[src/acc_pkg.sv]
package acc_pkg;
   // ***************************************************
   // device register map
   // ***************************************************
   localparam logic [7:0] ROUTE_ADDR  = 8'h0a;
   localparam logic [7:0] RESULT_ADDR = 8'h0b;
   localparam logic [7:0] ADC_ADDR    = 8'h0c;
   localparam logic [7:0] BLOW_ADDR   = 8'h0d;
   localparam logic [7:0] BMID_ADDR   = 8'h0e;
   localparam logic [7:0] BHIGH_ADDR  = 8'h0f;
   localparam logic [6:0] BLOW_RST    = 7'h20;
   localparam logic [6:0] BMID_RST    = 7'h40;
   localparam logic [6:0] BHIGH_RST   = 7'h68;
   localparam logic [6:0] ADC_RST     = 7'h00;
   localparam logic [3:0] ROUTE_RST   = 4'h0;
   localparam logic [3:0] RESULT_RST  = 4'h0;
   localparam int         INS_BIT     = 3;
   localparam int         STD_BIT     = 2;
   localparam int         OMTP_BIT    = 1;
   localparam int         TRI_BIT     = 0;
   localparam int         FIELD_LSB   = 1;
   // ***************************************************
   // timing
   // ***************************************************
   localparam int         DEBOUNCE_MS  = 90;
   localparam int         CLK_KHZ      = 125000;
   localparam int         DEBOUNCE_CYC = DEBOUNCE_MS * CLK_KHZ;
   localparam int         CNT_W        = 24;
   // ***************************************************
   // controller register map
   // ***************************************************
   localparam logic [3:0] H_DEV_ADDR  = 4'h0;
   localparam logic [3:0] H_DEV_WDATA = 4'h1;
   localparam logic [3:0] H_CMD       = 4'h2;
   localparam logic [3:0] H_STATUS    = 4'h3;
   localparam logic [3:0] H_DEV_RDATA = 4'h4;
   localparam logic [3:0] H_RESULT    = 4'h5;
   localparam int         CMD_RD      = 0;
   localparam int         CMD_WR      = 1;
   localparam int         ST_RVALID   = 0;
   localparam int         ST_EVENT    = 1;
   localparam int         ST_ORDER    = 2;
   localparam int         ST_BUSY     = 3;
   typedef enum logic [1:0] {
      DET_IDLE, DET_DEBOUNCE, DET_RUN, DET_INSERTED
   } det_state_t;
endpackage : acc_pkg

[src/acc_link_if.sv]
`timescale 1ns/1ps
interface acc_link_if;
   logic [7:0] addr;
   logic [7:0] wdata;
   logic       wr;
   logic       rd;
   logic [7:0] rdata;
   logic       ins_rem_event;
   modport dev  (input addr, wdata, wr, rd, output rdata, ins_rem_event);
   modport host (output addr, wdata, wr, rd, input rdata, ins_rem_event);
endinterface : acc_link_if

[src/acc_detect_dev.sv]
`timescale 1ns/1ps
// Function
// - routing switch states live, read-only, bits 3:0
// - presence bit 3 set on completed detection, cleared on removal
// - host fetches presence automatically after each event
// - bit 2 flags four-pole sleeve-mic headset
// - bit 1 flags four-pole ring2-mic headset
// - bit 0 flags three-pole headphone
// - type bits change only after completed detection or on removal
// - adc result in bits 7:1, bit 0 zero
// - low boundary writable, reset 20h, key1/key2
// - low boundary kept below mid boundary
// - mid boundary writable, reset 40h, key2/key3
// - mid boundary between low and high
// - high boundary writable, reset 68h, key3/key4
// - high boundary kept above mid boundary
// - falling jack edge starts debounce, then detection
module acc_detect_dev #(
   parameter int DEBOUNCE_CYC = acc_pkg::DEBOUNCE_CYC
) (
   input  wire logic       sys_clk,
   input  wire logic       rst_n,
   acc_link_if.dev         lk,
   input  wire logic       jack_detect_input,
   input  wire logic       mic_sleeve_switch,
   input  wire logic       mic_ring2_switch,
   input  wire logic       gnd_sense_sleeve_switch,
   input  wire logic       gnd_sense_ring2_switch,
   input  wire logic       det_done,
   input  wire logic [2:0] det_type,
   input  wire logic       adc_valid,
   input  wire logic [6:0] adc_code,
   output logic            detect_start,
   output logic            key_valid,
   output logic [1:0]      key_code
);
   // ***************************************************
   // state
   // ***************************************************
   acc_pkg::det_state_t               state_q;
   logic [acc_pkg::CNT_W-1:0]         cnt_q;
   logic                              jack_prev_q;
   logic [3:0]                        route_q;
   logic [3:0]                        result_q;
   logic [6:0]                        adc_q;
   logic [6:0]                        blow_q;
   logic [6:0]                        bmid_q;
   logic [6:0]                        bhigh_q;
   logic [7:0]                        rdata_q;
   logic                              event_q;
   logic                              detect_start_q;
   logic                              key_valid_q;
   logic [1:0]                        key_code_q;
   logic                              fall;
   logic                              rise;
   logic                              expired;
   logic [1:0]                        key_d;

   assign fall    = jack_prev_q & ~jack_detect_input;
   assign rise    = ~jack_prev_q & jack_detect_input;
   assign expired = (cnt_q == acc_pkg::CNT_W'(DEBOUNCE_CYC - 1));

   assign lk.rdata         = rdata_q;
   assign lk.ins_rem_event = event_q;
   assign detect_start     = detect_start_q;
   assign key_valid        = key_valid_q;
   assign key_code         = key_code_q;

   // ***************************************************
   // jack sequencing
   // ***************************************************
   // reset value high: a jack already low at power-up is seen as inserted
   always_ff @(posedge sys_clk or negedge rst_n) begin
      if (!rst_n) begin
         jack_prev_q <= 1'b1;
      end else begin
         jack_prev_q <= jack_detect_input;
      end
   end

   always_ff @(posedge sys_clk or negedge rst_n) begin
      if (!rst_n) begin
         cnt_q <= '0;
      end else if (state_q == acc_pkg::DET_DEBOUNCE && !expired) begin
         cnt_q <= cnt_q + 1'b1;
      end else begin
         cnt_q <= '0;
      end
   end

   always_ff @(posedge sys_clk or negedge rst_n) begin
      if (!rst_n) begin
         state_q        <= acc_pkg::DET_IDLE;
         detect_start_q <= 1'b0;
      end else begin
         detect_start_q <= 1'b0;
         case (state_q)
            acc_pkg::DET_IDLE: begin
               if (fall) begin
                  state_q <= acc_pkg::DET_DEBOUNCE;
               end
            end
            acc_pkg::DET_DEBOUNCE: begin
               // a bounce back high before expiry abandons the insertion
               if (rise) begin
                  state_q <= acc_pkg::DET_IDLE;
               end else if (expired) begin
                  state_q        <= acc_pkg::DET_RUN;
                  detect_start_q <= 1'b1;
               end
            end
            acc_pkg::DET_RUN: begin
               if (rise) begin
                  state_q <= acc_pkg::DET_IDLE;
               end else if (det_done) begin
                  state_q <= acc_pkg::DET_INSERTED;
               end
            end
            acc_pkg::DET_INSERTED: begin
               if (rise) begin
                  state_q <= acc_pkg::DET_IDLE;
               end
            end
            default: begin
               state_q <= acc_pkg::DET_IDLE;
            end
         endcase
      end
   end

   // ***************************************************
   // detection result and event
   // ***************************************************
   always_ff @(posedge sys_clk or negedge rst_n) begin
      if (!rst_n) begin
         result_q <= acc_pkg::RESULT_RST;
         event_q  <= 1'b0;
      end else begin
         event_q <= 1'b0;
         if (rise && (state_q == acc_pkg::DET_RUN ||
                      state_q == acc_pkg::DET_INSERTED)) begin
            result_q <= acc_pkg::RESULT_RST;
            event_q  <= 1'b1;
         end else if (state_q == acc_pkg::DET_RUN && det_done) begin
            result_q[acc_pkg::INS_BIT]  <= 1'b1;
            result_q[acc_pkg::STD_BIT]  <= det_type[acc_pkg::STD_BIT];
            result_q[acc_pkg::OMTP_BIT] <= det_type[acc_pkg::OMTP_BIT];
            result_q[acc_pkg::TRI_BIT]  <= det_type[acc_pkg::TRI_BIT];
            event_q                     <= 1'b1;
         end
      end
   end

   // ***************************************************
   // live switch states and adc
   // ***************************************************
   always_ff @(posedge sys_clk or negedge rst_n) begin
      if (!rst_n) begin
         route_q <= acc_pkg::ROUTE_RST;
      end else begin
         route_q <= {mic_sleeve_switch, mic_ring2_switch,
                     gnd_sense_sleeve_switch, gnd_sense_ring2_switch};
      end
   end

   // the converter wins over a host write landing in the same cycle
   always_ff @(posedge sys_clk or negedge rst_n) begin
      if (!rst_n) begin
         adc_q <= acc_pkg::ADC_RST;
      end else if (adc_valid) begin
         adc_q <= adc_code;
      end else if (lk.wr && lk.addr == acc_pkg::ADC_ADDR) begin
         adc_q <= lk.wdata[7:acc_pkg::FIELD_LSB];
      end
   end

   // ***************************************************
   // key boundaries
   // ***************************************************
   // ordering is not checked here but by the host; bad orders simply misclassify
   always_ff @(posedge sys_clk or negedge rst_n) begin
      if (!rst_n) begin
         blow_q  <= acc_pkg::BLOW_RST;
         bmid_q  <= acc_pkg::BMID_RST;
         bhigh_q <= acc_pkg::BHIGH_RST;
      end else if (lk.wr) begin
         case (lk.addr)
            acc_pkg::BLOW_ADDR: begin
               blow_q <= lk.wdata[7:acc_pkg::FIELD_LSB];
            end
            acc_pkg::BMID_ADDR: begin
               bmid_q <= lk.wdata[7:acc_pkg::FIELD_LSB];
            end
            acc_pkg::BHIGH_ADDR: begin
               bhigh_q <= lk.wdata[7:acc_pkg::FIELD_LSB];
            end
            default: begin
            end
         endcase
      end
   end

   // ***************************************************
   // key classification
   // ***************************************************
   always_comb begin
      if (adc_code < blow_q) begin
         key_d = 2'h0;
      end else if (adc_code < bmid_q) begin
         key_d = 2'h1;
      end else if (adc_code < bhigh_q) begin
         key_d = 2'h2;
      end else begin
         key_d = 2'h3;
      end
   end

   always_ff @(posedge sys_clk or negedge rst_n) begin
      if (!rst_n) begin
         key_valid_q <= 1'b0;
         key_code_q  <= 2'h0;
      end else begin
         key_valid_q <= adc_valid;
         if (adc_valid) begin
            key_code_q <= key_d;
         end
      end
   end

   // ***************************************************
   // read port
   // ***************************************************
   always_ff @(posedge sys_clk or negedge rst_n) begin
      if (!rst_n) begin
         rdata_q <= 8'h00;
      end else if (lk.rd) begin
         case (lk.addr)
            acc_pkg::ROUTE_ADDR:  rdata_q <= {4'h0, route_q};
            acc_pkg::RESULT_ADDR: rdata_q <= {4'h0, result_q};
            acc_pkg::ADC_ADDR:    rdata_q <= {adc_q, 1'b0};
            acc_pkg::BLOW_ADDR:   rdata_q <= {blow_q, 1'b0};
            acc_pkg::BMID_ADDR:   rdata_q <= {bmid_q, 1'b0};
            acc_pkg::BHIGH_ADDR:  rdata_q <= {bhigh_q, 1'b0};
            default:              rdata_q <= 8'h00;
         endcase
      end else begin
         rdata_q <= 8'h00;
      end
   end
endmodule : acc_detect_dev

[src/flat_wrapper.sv]
// flat-port wrapper written by rule: the top's interface ports become plain ports
module acc_detect_dev_flat 
#(
   parameter int DEBOUNCE_CYC = acc_pkg::DEBOUNCE_CYC
)
  (sys_clk, rst_n, jack_detect_input, mic_sleeve_switch, mic_ring2_switch, gnd_sense_sleeve_switch, gnd_sense_ring2_switch, det_done, det_type, adc_valid, adc_code, detect_start, key_valid, key_code, lk_addr, lk_wdata, lk_wr, lk_rd, lk_rdata, lk_ins_rem_event);
  acc_link_if lk_i ();
  input  wire logic sys_clk;
  input  wire logic rst_n;
  input  wire logic jack_detect_input;
  input  wire logic mic_sleeve_switch;
  input  wire logic mic_ring2_switch;
  input  wire logic gnd_sense_sleeve_switch;
  input  wire logic gnd_sense_ring2_switch;
  input  wire logic det_done;
  input  wire logic [2:0] det_type;
  input  wire logic adc_valid;
  input  wire logic [6:0] adc_code;
  output logic detect_start;
  output logic key_valid;
  output logic [1:0] key_code;
  input wire logic [$bits(lk_i.addr)-1:0] lk_addr;
  input wire logic [$bits(lk_i.wdata)-1:0] lk_wdata;
  input wire logic [$bits(lk_i.wr)-1:0] lk_wr;
  input wire logic [$bits(lk_i.rd)-1:0] lk_rd;
  output wire logic [$bits(lk_i.rdata)-1:0] lk_rdata;
  output wire logic [$bits(lk_i.ins_rem_event)-1:0] lk_ins_rem_event;
  assign lk_i.addr = lk_addr;
  assign lk_i.wdata = lk_wdata;
  assign lk_i.wr = lk_wr;
  assign lk_i.rd = lk_rd;
  assign lk_rdata = lk_i.rdata;
  assign lk_ins_rem_event = lk_i.ins_rem_event;
  acc_detect_dev #(.DEBOUNCE_CYC(DEBOUNCE_CYC)) u_core (.sys_clk(sys_clk), .rst_n(rst_n), .lk(lk_i), .jack_detect_input(jack_detect_input), .mic_sleeve_switch(mic_sleeve_switch), .mic_ring2_switch(mic_ring2_switch), .gnd_sense_sleeve_switch(gnd_sense_sleeve_switch), .gnd_sense_ring2_switch(gnd_sense_ring2_switch), .det_done(det_done), .det_type(det_type), .adc_valid(adc_valid), .adc_code(adc_code), .detect_start(detect_start), .key_valid(key_valid), .key_code(key_code));
endmodule
[config.mk]
export PLATFORM = sky130hd
export DESIGN_NAME = acc_detect_dev_flat
export DESIGN_NICKNAME = d
export VERILOG_FILES = /design/src/acc_pkg.sv /design/src/acc_link_if.sv /design/src/acc_detect_dev.sv /design/src/flat_wrapper.sv
export SDC_FILE = /design/constraint.sdc
export NUM_CORES = 1
export LEC_CHECK = 0
export ABC_AREA = 1
export BUFFER_PORTS_ARGS = -buffer_cell sky130_fd_sc_hd__buf_2
export CAP_MARGIN = 40
export CORE_ASPECT_RATIO = 0.7
export CORE_MARGIN = 2
export CORE_UTILIZATION = 49
export CTS_BUF_LIST = sky130_fd_sc_hd__clkbuf_8 sky130_fd_sc_hd__clkbuf_16
export CTS_CLUSTER_DIAMETER = 150
export DETAILED_ROUTE_END_ITERATION = 8
export PLACE_DENSITY = 0.73
export SLEW_MARGIN = 20
export SYNTH_ARGS = -nofsm -noshare
export SYNTH_HDL_FRONTEND = slang
export SYNTH_SLANG_ARGS = --single-unit
[constraint.sdc]
create_clock -name sys_clk -period 1.58 [get_ports sys_clk]
set_clock_uncertainty 0.15 [all_clocks]
set_input_delay 0.316 -clock sys_clk [delete_from_list [all_inputs] [get_ports sys_clk]]
set_output_delay 0.316 -clock sys_clk [all_outputs]
set_load 0.02 [all_outputs]
## Yosys cells after proc, flatten, opt, wreduce, memory -nomap -nowiden

Index checks and enable logic that the tools add are counted.
Widths: inputs -> output; s select.

- Bits of input ports: 37
- Flip-flop bits (word level): 76
- Output and inout port bits: 13
- Word-level logic and storage cells: 71

- Multiplexer cells: 22
- Add/subtract/negate cells: 1
- Equal/unequal tests: 14
- $lt $le $gt $ge: 3
- Bitwise operators: 4
- Reductions and logical operators: 13

Operators by type and width:

| operator | count |
|---|---|
| $eq 8x4->1 const B | 6 |
| $pmux 8 s6 | 1 |
| $add 24x1->24 const B | 1 |
| $eq 24x24->1 const B | 1 |
| $mux 24 | 1 |
| $lt 7x7->1 | 3 |
| $mux 2 | 8 |
| $mux 7 | 2 |
| $mux 4 | 2 |
| $mux 8 | 1 |
| $pmux 2 s4 | 1 |
| $mux 1 | 6 |
| $reduce_and 2->1 | 3 |
| $eq 2x2->1 const B | 2 |
| $logic_and 1x1->1 | 4 |
| $ne 2x1->1 const B | 2 |
| $reduce_and 4->1 | 1 |
| $reduce_bool 2->1 | 2 |
| $ne 3x1->1 const B | 1 |
| $ne 3x2->1 const B | 1 |
| $and 1x1->1 | 2 |
| $eq 2x1->1 const B | 1 |
| $logic_not 2->1 | 1 |
| $not 1->1 | 2 |
| 2 further kinds | 2 |

## Depth between registers and ports, before layout

- Depth after elaboration: 4
- Mapped depth: 9
- Mapped depth without buffers: 9

## Worst setup path before layout

No wires, ideal clock.

- Path type: register to register
- From: register u_core.cnt_q[0] (netlist bit)
- To: register u_core.cnt_q[12] (netlist bit)
- Buffers on the path: 1
- Library setup time: 0.121 ns
- Period minus slack after synthesis: 1.619 ns
- Cell stages (with the launch flop): 8
- Path slack: -0.039 ns
- Arrival: 1.348 ns
- Required time: 1.309 ns
- Path through: dfrtp_1 > ha_1 > nand3_4 > nor2_1 > nand3_2 > nand2_4 > buf_6 > nor3b_2

- Word-level cells in the longest chain between the ends: 4
- Elaborated cells between the ends (all ways): 5
- Those cells by class: add/sub (1); eq/ne (1); mux (1); reduce/logical (2)

Ends and longest elaborated chain:

| what | line | text |
|---|---|---|
| from (decl) | acc_detect_dev.sv:41 | `logic [acc_pkg::CNT_W-1:0] cnt_q;` |
| from (signal assigned) | acc_detect_dev.sv:85 | `cnt_q <= cnt_q + 1'b1;` |
| branches (longest 3 deep; another with $add 24x1->24) | - |  |
| $mux 24 (*) | acc_detect_dev.sv:84 | `end else if (state_q == acc_pkg::DET_DEBOUNCE && !expired) begin` |

Every way passes the cells marked *.
A chain may end at the register's enable or synchronous reset.

## Worst setup path after layout

- From: register u_core.bmid_q[6]
- To: register u_core.key_code_q[0] (netlist: u_core.key_code[0])

- Word-level cells in the longest chain between the ends: 3

Ends and longest elaborated chain:

| what | line | text |
|---|---|---|
| from (decl) | acc_detect_dev.sv:47 | `logic [6:0] bmid_q;` |
| from (signal assigned) | acc_detect_dev.sv:184 | `bmid_q <= acc_pkg::BMID_RST;` |
| from (signal assigned) | acc_detect_dev.sv:192 | `bmid_q <= lk.wdata[7:acc_pkg::FIELD_LSB];` |
| $lt 7x7->1 | acc_detect_dev.sv:209 | `end else if (adc_code < bmid_q) begin` |
| $mux 2 | acc_detect_dev.sv:209 |  |
| $mux 2 | acc_detect_dev.sv:207 | `if (adc_code < blow_q) begin` |
| to (signal assigned) | acc_detect_dev.sv:225 | `key_code_q <= key_d;` |
| to (decl) | acc_detect_dev.sv:53 | `logic [1:0] key_code_q;` |

Every way passes these cells.

==> results.yml <==
outcome:
  outcome: "finished with violations"
  violations: "negative setup slack"
synth:
  synthSimpleGateAreaFrac_pct: 30.5
  synth_compound_area_share_pct: 9.60
  ys.flop_type: "dfrtp_1"
  yosys_warnings: 0
  synth_area_um2: 4300
  syn_inst: 539
  synth-seq-cells: 76
  synth_edf_count: 0
  synth_top_family_by_area: "simple AND/OR/NAND/NOR gates"
  synth_mux_area_share_pct: 0
  synth-adder-area-share_pct: 5.53
  synth_seq_area_share_pct: 44.4
  synthArstFlopShare_pct: 100
  ys_types: 36
  avgSynthCellArea_um2: 7.98
  synth_xor_area_share_pct: 2.04
  synth_nets: 595
sta:
  finalSetupViolCount: 2
  layout_min_cycle_time_ps: 1610
  rsz0062_at_grt: "yes"
  drv_slew: 0
  slew_headroom_pct: 75.3
  worstMarginPinSlew_ps: 371
  tns_ps: -36.7
  hold_viol: 0
  fin_ws_ps: -27.1
  finalCritPeriodShare_pct: 102
  fmax_mhz: 622
floorplanning:
  start_util_pct: 50.7
  fp.dieH_um: 82.4
  die_width_um: 116
  die_area_um2: 9550
  fp-row-count: 28
  core-area_um2: 8480
  ios: 50
clock_network:
  clock-sinks: 76
  cts_root_buffer: "clkbuf_16"
  path_clk_slew_ps: 60
  cts_buffers: 9
  cts_tree: "built"
  clock_path_buffers: 2
  htreeDepth: 3
  clock_latency_ps: 350
place:
  gp_congestion: 1.01
  dp_slack_ps: -145
  dp_hpwl_mm: 8.41
  io_buffers: 48
  dpl-instance-area_um2: 4840
  placed_cells: 724
routing:
  drt-initial-drc-count: 385
  drc: 0
  viasPerCell: 5.28
  ant_nets: 0
  wl_mm: 11.5
  drtPass1Iterations: 5
  vias: 3962
  drt-wirelength-per-cell_um: 15.3
layout:
  final_common_cell: "nand2_1"
  drive_gt1_share_pct: 29.8
  fin_cells: 751
  area_growth_pct: 27.6
  diodes: 0
  nets: 682
  final_cell_mix: "nand2_1 (128), dfrtp_1 (65), inv_1 (59), nor2_1 (59), buf_2 (47)"
  finalInstanceArea_um2: 5490
power_and_ir_drop:
  swShare_pct: 30.4
  seq_power_share_pct: 42.1
  ir_drop_mv: 0.852
  p_clk_share_pct: 38.5
  combPwrFrac_pct: 19.4
  internal-power_w: 0.00369
  leakagePower_nw: 2.48
  power.density_nw_per_um2: 967
  power.switching_w: 0.00161
  power_w: 0.00531
grt:
  grt_max_degree: 34
  gr-total-overflow: 0
  antenna_found_initial: 0
  grt_pass1_wl_mm: 18.2
  grt_usage_pct: 25.5
  first_global_vias: 3703
flow_run:
  maxCapViolations: 0
worst_hold_path:
  hold_class: "in -> reg"
  holdPathStages: 3
setup_path:
  start_kind: "flop"
  reg2reg_depth: 8
  arrival_ps: 1700
  setup.worst_path.end_class: "flop"
  critPathKind: "reg -> reg"
  critical_path_required_ps: 1670
  crit_fanout: 2
==> kinds of logic (layout without fill, tap and decap cells) <==
kind of cell | count (synthesis) | count (layout)
buf+inv | 76 | 167
fa+ha+maj | 19 | 19
compound gates | 68 | 68
xor+xnor | 10 | 10
simple gates | 290 | 291
flops | 76 | 76
==> synthesized netlist by cell type (2+ instances only) <==
cell type | n | share of area, %
o21ai_1 | 5 | 0.58
nand2_2 | 4 | 0.58
dfrtp_1 | 70 | 41
xor2_1 | 6 | 1.2
nor2_1 | 80 | 7.0
dfstp_2 | 6 | 3.7
buf_6 | 7 | 1.8
nor3_4 | 4 | 1.5
o21ai_2 | 14 | 2.9
a21oi_1 | 20 | 2.3
inv_2 | 3 | 0.26
nand4_1 | 5 | 0.73
nand3_2 | 3 | 0.70
ha_1 | 19 | 5.5
inv_1 | 62 | 5.4
xnor2_1 | 4 | 0.81
nor3_1 | 4 | 0.47
o21ai_0 | 20 | 2.3
nand2_1 | 137 | 12
o21a_1 | 2 | 0.35
nor3b_2 | 2 | 0.58
nand3_1 | 43 | 5.0
o22ai_1 | 4 | 0.58
buf_2 | 3 | 0.35
==> final cells by class <==
cell class / count / area, um2
clock inverters: 7 / 68.8
fillers: 729 / 2990
flip-flops and latches: 76 / 1920
multi-input cells: 388 / 2290
repair buffers: 85 / 584
inverters: 66 / 253
clock buffers: 9 / 225
well taps: 120 / 150
==> final timing paths <==
path                              startpoint            endpoint  slack, ps
min                              det_type[2]  u_core.result_q[2]         30
max in group asynchronous              rst_n  u_core.jack_prev_q        530
min reg2reg                u_core.bhigh_q[3]   u_core.bhigh_q[3]        330
max reg2reg                 u_core.bmid_q[6]  u_core.key_code[0]        -30
min in group asynchronous              rst_n  u_core.key_code[1]        230
max                         u_core.bmid_q[6]  u_core.key_code[0]        -30
==> power groups by stage <==
stage,combinational (W),clock (W),sequential (W)
5_1_grt,0.00116,0.00214,0.00225
6_report,0.00103,0.00204,0.00223
2_1_floorplan,0.000578,0,0.00224
4_1_cts,0.000909,0.00207,0.00221
3_3_place_gp,0.000822,0,0.00223
3_5_place_dp,0.000862,0,0.00224
==> state kept, by name, indices dropped and copies added, names as in the netlist <==
name and count:
u_core.detect_start 1, u_core.result_q 4, u_core.jack_prev_q 1, u_core.route_q 4, u_core.state_q 2, u_core.bhigh_q 7
u_core.lk.rdata 8, u_core.key_code 2, u_core.lk.ins_rem_event 1, u_core.bmid_q 7, u_core.adc_q 7, u_core.blow_q 7
u_core.cnt_q 24, u_core.key_valid 1
==> worst max-delay path: stages (launching register included) <==
cell and delay [ps]:
dfstp_2 550, inv_4 50, ha_4 270, nand2_4 50, o21a_1 200, nand2_2 80
nand2_2 50, nand2_2 60, nand2_1 40
==> stage by stage <==
stage / utilization, % / hold WS (ps)
after floorplan: - / -130
after global placement: 57.1 / 54.4
after detailed placement: 57.1 / 55.5
after CTS: 62.0 / 27.4
after global routing: 64.7 / 37.4
final: 64.7 / 29.0
==> metal layers <==
metal,up-vias,part of all wire (%),GRT usage [%]
li1,1905,-,-
met1,1841,47,36.9
met2,182,41,36.0
met3,34,9.7,8.18
met4,0,2.8,8.81
met5,-,0,0
==> repair_timing <==
action,in CTS,in global routing
endpoints found under the setup margin,19,31
resized for setup,13,55
pin swaps,4,22
cloned,0,1
setup buffers,0,4
endpoints found under the hold margin,80,0
hold buffers,6,0
No activity file was read; power rests on OpenSTA's default activity.
